### config.mk
export PLATFORM = sky130hd
export DESIGN_NAME = emb_core
export DESIGN_NICKNAME = d
export VERILOG_FILES = /design/src/core/emb_pkg.sv /design/src/core/emb_core.sv /design/src/core/emb_sync.sv
export VERILOG_INCLUDE_DIRS = /design/src /design/src/core
export SDC_FILE = /design/constraint.sdc
export NUM_CORES = 1
export LEC_CHECK = 0
export BUFFER_PORTS_ARGS = -buffer_cell sky130_fd_sc_hd__buf_2
export CAP_MARGIN = 20
export CORE_ASPECT_RATIO = 1.1
export CORE_MARGIN = 2
export CORE_UTILIZATION = 25
export CTS_CLUSTER_DIAMETER = 30
export DETAILED_ROUTE_END_ITERATION = 10
export PLACE_DENSITY_LB_ADDON = 0.12
export SYNTH_ARGS = -nofsm -noshare
export SYNTH_HDL_FRONTEND = slang
export SYNTH_SLANG_ARGS = --single-unit
### constraint.sdc
create_clock -name clock -period 1.6 [get_ports clock]
set_clock_uncertainty 0.2 [all_clocks]
set_input_delay 0.32 -clock clock [delete_from_list [all_inputs] [get_ports clock]]
set_output_delay 0.32 -clock clock [all_outputs]
set_load 0.01 [all_outputs]
### src/core/emb_consts.svh
`ifndef EMB_CONSTS_SVH
`define EMB_CONSTS_SVH

// pin cycle lengths in oscillator periods
`define EMB_FETCH_PERIODS 3
`define EMB_DATA_PERIODS 6
// last phase index of each cycle kind
`define EMB_FETCH_LAST 3'h2
`define EMB_DATA_LAST 3'h5
// data strobe window
`define EMB_STROBE_FIRST 3'h2
`define EMB_STROBE_LAST 3'h4
// read strobe is port 3 bit 7, write strobe is port 3 bit 6
`define EMB_RD_PORT3_BIT 7
`define EMB_WR_PORT3_BIT 6
// value forced into the port 0 latch on an external access
`define EMB_PORT0_FILL 8'hFF
// highest internal code address
`define EMB_INT_CODE_TOP 16'h1FFF
// latch pulse allow bit after reset
`define EMB_ALLOW_RESET 1'h1
// last count of the port 0 input synchroniser drain (two cycles)
`define EMB_SYNC_LAST 2'h1

`endif

### src/core/emb_pkg.sv
`default_nettype none

package emb_pkg;

   typedef enum logic [2:0] {
      EMB_ST_IDLE = 3'b001,
      EMB_ST_RUN = 3'b010,
      EMB_ST_SYNC = 3'b100
   } emb_state_e;

   typedef enum logic [1:0] {
      EMB_FETCH = 2'h0,
      EMB_READ = 2'h1,
      EMB_WRITE = 2'h2
   } emb_kind_e;

endpackage

`default_nettype wire

### src/core/emb_core.sv
// Behaviour
// - program fetches strobe memory with the program fetch strobe only.
// - data accesses strobe with read (port 3 bit 7) and write (bit 6).
// - program fetches always present the full 16-bit address.
// - data pointer form uses 16-bit address, indirect register form 8-bit.
// - port zero carries low address byte, then data byte.
// - port zero as bus is driven both ways, no pullups needed.
// - every external access loads all ones into the port zero latch.
// - 16-bit cycles drive high address on port two; latch left unchanged.
// - 8-bit data cycles keep the port two latch on the pins.
// - port two strong pullup stays on for ones the whole cycle.
// - clearing the latch pulse allow bit gates off fetch latch pulses while code select pin high.
// - internal code and bit cleared: pulses only for data moves.
// - latch pulse generation is enabled after hardware reset.
// - fetch externally when code select pin low or address above 1FFF.
// - data cycle takes six oscillator periods, fetch cycle three.
`timescale 1ns/1ps
`default_nettype none
`include "emb_consts.svh"

module emb_core (
   // clock and reset
   input wire logic clock,
   input wire logic resetn,
   input wire logic ce,
   // access request from the cpu core
   input wire logic req,
   input wire logic [1:0] req_kind,
   input wire logic req_short,
   input wire logic [15:0] req_addr,
   input wire logic [7:0] req_wdata,
   // cpu state
   input wire logic [15:0] pc,
   input wire logic [7:0] port_two_latch,
   // system_config_reg write
   input wire logic cfg_wr,
   input wire logic cfg_latch_pulse_allow,
   // answers to the cpu core
   output logic req_ready,
   output logic done,
   output logic [7:0] rdata,
   output logic code_external,
   output logic port_zero_latch_fill,
   output logic latch_pulse_allow,
   // pins
   input wire logic external_code_select_n,
   input wire logic [7:0] port_zero_in,
   output logic [7:0] port_zero_out,
   output logic port_zero_oe,
   output logic [7:0] port_two_out,
   output logic [7:0] port_two_pullup,
   output logic latch_pulse,
   output logic program_fetch_strobe_n,
   output logic read_strobe_n,
   output logic write_strobe_n
);

   emb_pkg::emb_state_e state_q;
   emb_pkg::emb_state_e state_d;
   logic [2:0] phase_q;
   logic [1:0] sync_cnt_q;
   logic [1:0] kind_q;
   logic short_q;
   logic [15:0] addr_q;
   logic [7:0] wdata_q;
   logic ea_n_s;
   logic [7:0] p0_s;

   emb_sync #(.WIDTH(1)) u_ea_sync (
      .clock(clock),
      .resetn(resetn),
      .ce(ce),
      .pin_in(external_code_select_n),
      .sync_out(ea_n_s)
   );

   emb_sync #(.WIDTH(8)) u_p0_sync (
      .clock(clock),
      .resetn(resetn),
      .ce(ce),
      .pin_in(port_zero_in),
      .sync_out(p0_s)
   );

   wire accept = req && (state_q == emb_pkg::EMB_ST_IDLE);
   wire run = (state_q == emb_pkg::EMB_ST_RUN);
   wire is_fetch = (kind_q == emb_pkg::EMB_FETCH);
   wire is_read = (kind_q == emb_pkg::EMB_READ);
   wire is_write = (kind_q == emb_pkg::EMB_WRITE);
   wire [2:0] last_phase = is_fetch ? `EMB_FETCH_LAST : `EMB_DATA_LAST;
   wire in_strobe = (phase_q >= `EMB_STROBE_FIRST) && (phase_q <= `EMB_STROBE_LAST);
   wire sync_end = (state_q == emb_pkg::EMB_ST_SYNC) && (sync_cnt_q == `EMB_SYNC_LAST);
   // ea low forces pulses; otherwise the allow bit gates fetch pulses
   wire ale_gate = !is_fetch || !ea_n_s || latch_pulse_allow;
   wire ale_d = run && (phase_q == 3'h0) && ale_gate;
   wire program_fetch_strobe_n_d = !(run && is_fetch && (phase_q != 3'h0));
   wire rd_n_d = !(run && is_read && in_strobe);
   wire wr_n_d = !(run && is_write && in_strobe);
   // reads keep the address one more period for hold after the pulse falls
   wire addr_hold = (is_fetch || is_write) ? (phase_q == 3'h0) : (phase_q <= 3'h1);
   wire [7:0] p0_d = addr_hold ? addr_q[7:0] : wdata_q;
   wire p0_oe_d = run && (addr_hold || is_write);
   wire wide = is_fetch || !short_q;
   wire [7:0] p2_d = (run && wide) ? addr_q[15:8] : port_two_latch;
   wire [7:0] p2_pu_d = run ? p2_d : 8'h00;
   wire code_ext_d = !ea_n_s || (pc > `EMB_INT_CODE_TOP);

   always_comb begin
      state_d = state_q;
      case (state_q)
         emb_pkg::EMB_ST_IDLE: begin
            if (req) begin
               state_d = emb_pkg::EMB_ST_RUN;
            end
         end
         emb_pkg::EMB_ST_RUN: begin
            if (phase_q == last_phase) begin
               state_d = emb_pkg::EMB_ST_SYNC;
            end
         end
         emb_pkg::EMB_ST_SYNC: begin
            if (sync_cnt_q == `EMB_SYNC_LAST) begin
               state_d = emb_pkg::EMB_ST_IDLE;
            end
         end
         default: begin
            state_d = emb_pkg::EMB_ST_IDLE;
         end
      endcase
   end

   always_ff @(posedge clock or negedge resetn) begin
      if (!resetn) begin
         state_q <= emb_pkg::EMB_ST_IDLE;
         phase_q <= 3'h0;
         sync_cnt_q <= 2'h0;
      end else if (ce) begin
         state_q <= state_d;
         phase_q <= run ? phase_q + 3'h1 : 3'h0;
         sync_cnt_q <= (state_q == emb_pkg::EMB_ST_SYNC) ? sync_cnt_q + 2'h1 : 2'h0;
      end
   end

   always_ff @(posedge clock or negedge resetn) begin
      if (!resetn) begin
         kind_q <= 2'h0;
         short_q <= 1'h0;
         addr_q <= 16'h0000;
         wdata_q <= 8'h00;
      end else if (ce && accept) begin
         kind_q <= req_kind;
         short_q <= req_short && (req_kind != emb_pkg::EMB_FETCH);
         addr_q <= req_addr;
         wdata_q <= req_wdata;
      end
   end

   always_ff @(posedge clock or negedge resetn) begin
      if (!resetn) begin
         latch_pulse_allow <= `EMB_ALLOW_RESET;
      end else if (ce && cfg_wr) begin
         latch_pulse_allow <= cfg_latch_pulse_allow;
      end
   end

   // pins are registered, so they trail the phase counter by one period
   always_ff @(posedge clock or negedge resetn) begin
      if (!resetn) begin
         latch_pulse <= 1'h0;
         program_fetch_strobe_n <= 1'h1;
         read_strobe_n <= 1'h1;
         write_strobe_n <= 1'h1;
         port_zero_out <= 8'h00;
         port_zero_oe <= 1'h0;
         port_two_out <= 8'h00;
         port_two_pullup <= 8'h00;
      end else if (ce) begin
         latch_pulse <= ale_d;
         program_fetch_strobe_n <= program_fetch_strobe_n_d;
         read_strobe_n <= rd_n_d;
         write_strobe_n <= wr_n_d;
         port_zero_out <= p0_d;
         port_zero_oe <= p0_oe_d;
         port_two_out <= p2_d;
         port_two_pullup <= p2_pu_d;
      end
   end

   // read data taken after the synchroniser has caught the last strobe period
   always_ff @(posedge clock or negedge resetn) begin
      if (!resetn) begin
         req_ready <= 1'h0;
         done <= 1'h0;
         rdata <= 8'h00;
         code_external <= 1'h0;
         port_zero_latch_fill <= 1'h0;
      end else if (ce) begin
         req_ready <= (state_d == emb_pkg::EMB_ST_IDLE);
         done <= sync_end;
         if (sync_end && !is_write) begin
            rdata <= p0_s;
         end
         code_external <= code_ext_d;
         port_zero_latch_fill <= accept;
      end
   end
endmodule // emb_core

`default_nettype wire

### src/core/emb_sync.sv
`timescale 1ns/1ps
`default_nettype none

module emb_sync #(
   parameter int WIDTH = 1
) (
   // clock and reset
   input wire logic clock,
   input wire logic resetn,
   input wire logic ce,
   // pin side
   input wire logic [WIDTH-1:0] pin_in,
   // clock side
   output logic [WIDTH-1:0] sync_out
);

   logic [WIDTH-1:0] stage1_q;

   // stage1_q feeds only the second flop
   always_ff @(posedge clock or negedge resetn) begin
      if (!resetn) begin
         stage1_q <= '0;
         sync_out <= '0;
      end else if (ce) begin
         stage1_q <= pin_in;
         sync_out <= stage1_q;
      end
   end

endmodule // emb_sync

`default_nettype wire

==> out/results.tsv, run 1 <==
stage	metric	value	unit
status	status	complete, but fails checks	
status	violations	setup timing	
die	die-width	124	um
clock_network	cts_tree	done	
grt	grt_util_all_layers	11.9	%
finish	syn2layout_area_growth	48.4	%
clock_network	h-tree-depth	3	
logic_synthesis	ys.warnings.count	0	
critical_path	crit_path_end_kind	register	
sta	max-slew-margin-rel	78.7	%
power_and_ir_drop	p_total	8.57	mW
routing	wire_per_inst	15.5	um
critical_path	cp.arrival	1.85	ns
routing	drt_wl_total	10.4	mm
sta	post-route-period-util	114	%
power_and_ir_drop	pwr_density_cell	1450	nW/um2
routing	ant_nets	0	
logic_synthesis	ys_async_sr_fraction	100	%
logic_synthesis	ys_types	38	
logic_synthesis	ys_ff_latch	95	
sta	rsz0062_at_grt	true	
sta	timing.hold.ws	0.0146	ns
logic_synthesis	avgSynthCellArea	13.3	um2
die	initial_utilization	25.4	%
routing	drtIter0Drc	111	
critical_path	criticalPathCategory	register to register	
sta	fin_tns_setup	-5.38	ns
die	die_area	16900	um2
sta	setup_viol	63	
logic_synthesis	synth_fp_nets	370	
routing	vias	2860	
placement	place.gp.congestion	0.721	
die	pin_count	108	
sta	max_freq	549	MHz
critical_path	rrSetupSlack	-0.22	ns
power_and_ir_drop	seq_power_share	42.5	%
finish	instances_no_fill	667	
power_and_ir_drop	clockPowerShare	23.4	%
sta	fin_crit	1.82	ns
sta	tightest_slew	0.314	ns
power_and_ir_drop	power.leakage	2.74	nW
placement	hpwl	6.46	mm
clock_network	cts_buffers	9	
logic_synthesis	yosysSeqAreaShare	60.1	%
critical_path	required	1.63	ns
sta	final_critical_path_setup_slack	-0.222	ns
clock_network	clock_sinks	95	
finish	layout-drive-gt1-share	54.2	%
placement	io_buffer_count	94	
placement	dp_cells	606	
grt	globalRouteOverflowTotal	0	
power_and_ir_drop	p_int	5.85	mW
finish	layout.nets	533	
grt	antenna_found_initial	0	
grt	grt_max_degree	48	
critical_path	crit_path_max_fanout	4	
routing	viasPerCell	4.29	
power_and_ir_drop	vdd_ir_drop_max	0.651	mV
power_and_ir_drop	power_switching	2.72	mW
finish	diodes	0	
sta	maxSlewViolCount	0	
die	core-area	15600	um2
flow_run	maxCapViolCount	0	
power_and_ir_drop	sw_frac_of_total	31.7	%
clock_network	clkTransAtPathRegs	0.06	ns
clock_network	cts.path.max_buffers	2	
logic_synthesis	syn-cell-area	3970	um2
routing	drcViolationCount	0	
clock_network	clock_latency	0.35	ns
sta	hold_viol	0	
placement	pre_cts_ws	-0.248	ns
logic_synthesis	synth_edf_count	0	
die	die_h	136	um
grt	grt_pass1_vias	2878	
power_and_ir_drop	combPwrFrac	34.1	%
min_path	hold_path.class	input pin to register	
grt	grt_pass1_wl	15.1	mm
critical_path	worst_setup_path_start_kind	register	
logic_synthesis	synth_ff_type	dfrtp_1	
routing	dr.pass1.iters	4	
die	rows	48	
clock_network	clockRootBuffer	clkbuf_16	
logic_synthesis	synth_cells	299	
power groups by stage:
stage               Sequential [mW]  Clock [mW]  Combinational [mW]
global route                   3.74        2.20                3.19
global placement               3.57           0                2.21
finish                         3.64        2.00                2.92
floorplan                      3.59           0                1.29
CTS                            3.56        2.10                2.50
detailed placement             3.58           0                2.24
cells in the final DEF, fill, tap and decap left out, types with 2 or more instances in the layout:
cell | Yosys | routed
mux2i_4 | 0 | 6
mux2_2 | 54 | 45
dfrtp_2 | 0 | 4
buf_4 | 0 | 31
a21oi_1 | 22 | 19
nor4b_1 | 2 | 2
dfrtp_1 | 90 | 86
clkinv_2 | 0 | 2
o2bb2ai_1 | 9 | 5
mux2_4 | 0 | 9
nor2_2 | 0 | 2
buf_12 | 0 | 3
a21oi_2 | 0 | 3
buf_8 | 0 | 2
nand3_1 | 4 | 4
mux2i_2 | 0 | 2
dlygate4sd3_1 | 0 | 28
o2bb2ai_2 | 0 | 3
buf_6 | 5 | 7
mux2i_1 | 16 | 8
inv_2 | 0 | 3
nand4_1 | 2 | 2
nor2_1 | 25 | 22
inv_1 | 11 | 8
ha_1 | 5 | 3
dfstp_2 | 5 | 5
buf_2 | 6 | 93
nand2_8 | 0 | 2
clkbuf_16 | 0 | 12
o21ai_0 | 13 | 11
clkbuf_1 | 4 | 3
nand2_1 | 5 | 4
final timing paths:
path	to	from	depth (start not counted)
worst max-delay path	port_zero_out[2]	phase_q[0]	6
worst min register to register	port_two_pullup[7]	port_two_pullup[7]	1
worst max register to register	port_zero_out[2]	phase_q[0]	6
worst min-delay path	u_p0_sync.stage1_q[0]	port_zero_in[0]	2
max in group asynchronous	addr_q[12]	resetn	3
min in group asynchronous	state_q[2]	resetn	2
synth_stat cells (2+ instances only):
cell	number	area (um2)
buf_6	5	56.3
nand2_1	5	18.8
ha_1	5	62.6
dfstp_2	5	131
nor2_1	25	93.8
o21ai_0	13	65.1
nand4_1	2	12.5
o2bb2ai_1	9	78.8
nand3_1	4	20.0
buf_2	6	30.0
mux2_2	54	608
nor4b_1	2	17.5
inv_1	11	41.3
mux2i_1	16	160
a21oi_1	22	110
dfrtp_1	90	2250
clkbuf_1	4	15.0
timing repair:
item,CTS,global route
buffers inserted,5,7
pin swaps,7,13
resized for setup,18,45
hold buffers,28,0
gates cloned,1,4
hold endpoints to repair,121,0
endpoints found under the setup margin,65,71
cell families after synthesis:
kind of cell | synth area share, %
and+or+nand+nor | 7.13
DFF | 60.1
adders and majority gates | 1.58
muxes | 19.4
buffers and inverters | 3.59
AOI/OAI and AO/OA | 8.26
sequential cells by signal, indices dropped and copies added (netlist names), 2 cells and up:
register and flops:
addr_q 16, kind_q 2, phase_q 3, port_two_out 8
port_two_pullup 8, port_zero_out 8, rdata 8, state_q 3
sync_cnt_q 2, u_p0_sync.stage1_q 8, u_p0_sync.sync_out 8, wdata_q 8
worst max-delay path: stages, from the launching register on:
cell and delay, ns:
dfrtp_1 0.44, buf_6 0.15, o21ba_4 0.19, a211oi_4 0.25, buf_4 0.21, mux2i_1 0.18
a21oi_1 0.07
layout make-up:
class	count	area, um2
multi-input cells	178	1720
clock buffers	13	250
clock inverters	3	18.8
repair buffers	167	1220
flip-flops and latches	95	2390
inverters	11	41.3
fillers	1527	9730
well taps	200	250
through the flow:
stage | util [%] | instance area (um2)
2_1_floorplan | - | 4000
3_3_place_gp | 31.2 | 4870
3_5_place_dp | 31.2 | 4870
4_1_cts | 35.4 | 5520
5_1_grt | 37.7 | 5890
6_report | 37.7 | 5890
layer usage:
layer  up-vias  GRT usage (%)  share of wire (%)
met2        78           18.8                 47
met4         0           5.24                1.7
met5         -              0                  0
li1       1388              -                  -
met1      1383           14.6                 45
met3        11           4.15                5.9
(Power assumes the default switching activity.)
==> inputs of run 2 (changes only) <==
CORE_UTILIZATION = 47   (was 25)
==> run 2 against run 1 <==
The flow still finishes with violations (setup timing). Maximum frequency up 2.8%. Combinational power down 9.6%. Flip-flop and latch count unchanged. Sequential share of layout area up 1.8 points. Setup slack better by 0.049 ns. Register-to-register slack better by 0.05 ns. Die area down 46%. Sequential power down 2%. Critical path type unchanged. Largest cell class unchanged.
==> out/results.tsv, run 2 (synthesized netlist as in run 1, its figures left out) <==
stage	metric	value	unit	change
status	status	complete, but fails checks		
status	violations	setup timing		
clock_network	clockRootBuffer	clkbuf_8		
die	die_area	9190	um2	-46%
critical_path	path_delay_family	compound AO/OA/AOI/OAI gates		
placement	dp_cells	514		-15%
finish	diodes	0		unchanged
critical_path	criticalPathCategory	register to register		
critical_path	worst_setup_path_start_kind	register		
power_and_ir_drop	sw_frac_of_total	31.8	%	+0.089 points
flow_run	maxCapViolCount	0		unchanged
power_and_ir_drop	p_int	5.35	mW	-8.6%
min_path	hold_path.class	input pin to register		
sta	hold_viol	0		unchanged
grt	grt_max_degree	46		-4.2%
sta	post-route-period-util	111	%	-3.1 points
critical_path	critPathSlowestCell	dfrtp_2		
finish	instances_no_fill	581		-13%
die	pin_count	108		unchanged
sta	tightest_slew	0.368	ns	+0.0534 ns
die	die_h	100	um	-26%
die	initial_utilization	47.9	%	+23 points
routing	drcViolationCount	0		unchanged
sta	rsz0062_at_grt	true		
finish	fin_util	68.2	%	+30 points
clock_network	cts.path.max_buffers	2		unchanged
clock_network	clock_latency	0.36	ns	about the same
routing	vias	2906		+1.6%
clock_network	clkTransAtPathRegs	0.09	ns	+0.03 ns
finish	final_common_cell	buf_2		
sta	setup_viol	60		-4.8%
sta	fin_crit	1.77	ns	-0.0493 ns
die	core-area	8280	um2	-47%
sta	fin_tns_setup	-3.65	ns	+1.73 ns
critical_path	cp.arrival	1.82	ns	-0.03 ns
finish	nFillCells	634		-58%
critical_path	required	1.64	ns	about the same
finish	layout.nets	536		+0.56%
sta	max-slew-margin-rel	75.4	%	-3.3 points
power_and_ir_drop	power.leakage	2.68	nW	-2.1%
routing	dr.pass1.iters	5		+1
power_and_ir_drop	combPwrFrac	33.6	%	-0.5 points
grt	grt_util_all_layers	19.9	%	+7.9 points
grt	globalRouteOverflowTotal	0		unchanged
grt	grt_pass1_vias	3026		+5.1%
placement	place.gp.congestion	0.732		+1.5%
critical_path	critical_path_buf_inv_count	2		unchanged
critical_path	crit_path_end_kind	register		
sta	maxSlewViolCount	0		unchanged
routing	drtIter0Drc	85		-23%
placement	pre_cts_ws	-0.183	ns	+0.0645 ns
finish	syn2layout_area_growth	42.2	%	
clock_network	h-tree-depth	3		unchanged
routing	ant_nets	0		unchanged
power_and_ir_drop	pwr_density_cell	1390	nW/um2	-4.4%
power_and_ir_drop	vdd_ir_drop_max	0.826	mV	+27%
critical_path	crit_path_cell_trace	buf_6 > o21ba_4 > a211oi_2 > buf_4 > mux2i_1 > a21oi_1		
die	die-width	91.6	um	-26%
routing	wire_per_inst	15.7	um	+1.1%
finish	layout-drive-gt1-share	51.9	%	-2.3 points
routing	viasPerCell	5.00		+17%
power_and_ir_drop	power_switching	2.49	mW	-8.2%
placement	hpwl	5.62	mm	-13%
routing	drt_wl_total	9.13	mm	-12%
sta	max_freq	564	MHz	+2.8%
clock_network	clock_sinks	95		unchanged
finish	largest_reg_flops	16		unchanged
placement	io_buffer_count	94		unchanged
power_and_ir_drop	clockPowerShare	20.8	%	-2.6 points
critical_path	crit_path_max_fanout	5		+1
finish	most-common-layout-cells	buf_2 (93), dfrtp_1 (87), mux2_2 (46)		
clock_network	cts_buffers	9		unchanged
clock_network	cts_tree	done		
power_and_ir_drop	seq_power_share	45.5	%	+3.0 points
sta	final_critical_path_setup_slack	-0.172	ns	+0.0493 ns
critical_path	cpPeakStageDelay	0.45	ns	about the same
grt	antenna_found_initial	0		unchanged
die	rows	35		-27%
grt	grt_pass1_wl	14.3	mm	-5.4%
finish	regMostFlops	addr_q		
## run 2: worst paths after layout
check | start | to | slack (ns) | cells past startpoint
hold reg to reg | short_q | short_q | 0.29 | 2
max in group asynchronous | resetn | addr_q[0] | 0.50 | 3
min in group asynchronous | resetn | sync_cnt_q[1] | 0.20 | 2
hold / removal | port_zero_in[3] | u_p0_sync.stage1_q[3] | 0.02 | 2
setup / recovery | phase_q[0] | port_zero_out[2] | -0.17 | 6
setup reg to reg | phase_q[0] | port_zero_out[2] | -0.17 | 6
## run 2: cell type report
cell class                      instances  area [um2]  share of cell area, %
Tap cell                              111         139                   2.46
Inverter                               11        41.3                  0.732
Sequential cell                        95        2390                   42.3
Clock inverter                          5        63.8                   1.13
Timing Repair Buffer                  170        1240                   22.1
Multi-Input combinational cell        178        1620                   28.8
Clock buffer                           11         141                   2.51
## run 2: layer usage
layer,vias up,share of wire (%),track usage [%]
li1,1386,-,-
met1,1434,44,25.4
met2,74,51,33.4
met3,12,4.3,3.60
met4,0,1.5,8.28
met5,-,0,0
## run 2: stage by stage
| stage | cell area [um2] | total power, mW | hold WS (ns) |
|---|---|---|---|
| after CTS | 5390 | 7.57 | 0.00333 |
| after floorplan | 4000 | 4.88 | -0.176 |
| final | 5640 | 7.84 | 0.0154 |
| after global placement | 4750 | 5.65 | 0.0423 |
| after global routing | 5640 | 8.32 | 0.00906 |
| after detailed placement | 4750 | 5.73 | 0.0471 |
## run 2: power groups by stage
| stage | Sequential [mW] | Combinational, mW | Clock, mW |
|---|---|---|---|
| 2_1_floorplan | 3.59 | 1.29 | 0 |
| 4_1_cts | 3.53 | 2.35 | 1.69 |
| 6_report | 3.57 | 2.64 | 1.63 |
| 3_3_place_gp | 3.55 | 2.10 | 0 |
| 5_1_grt | 3.66 | 2.88 | 1.77 |
| 3_5_place_dp | 3.57 | 2.17 | 0 |
## run 2: timing repair
action                                 CTS  global route
setup endpoints to repair               63            70
buffers inserted                         6             8
hold buffers                            36             0
pin swaps                               10            13
resized for setup                       11            34
gates cloned                             0             3
endpoints found under the hold margin  130             0
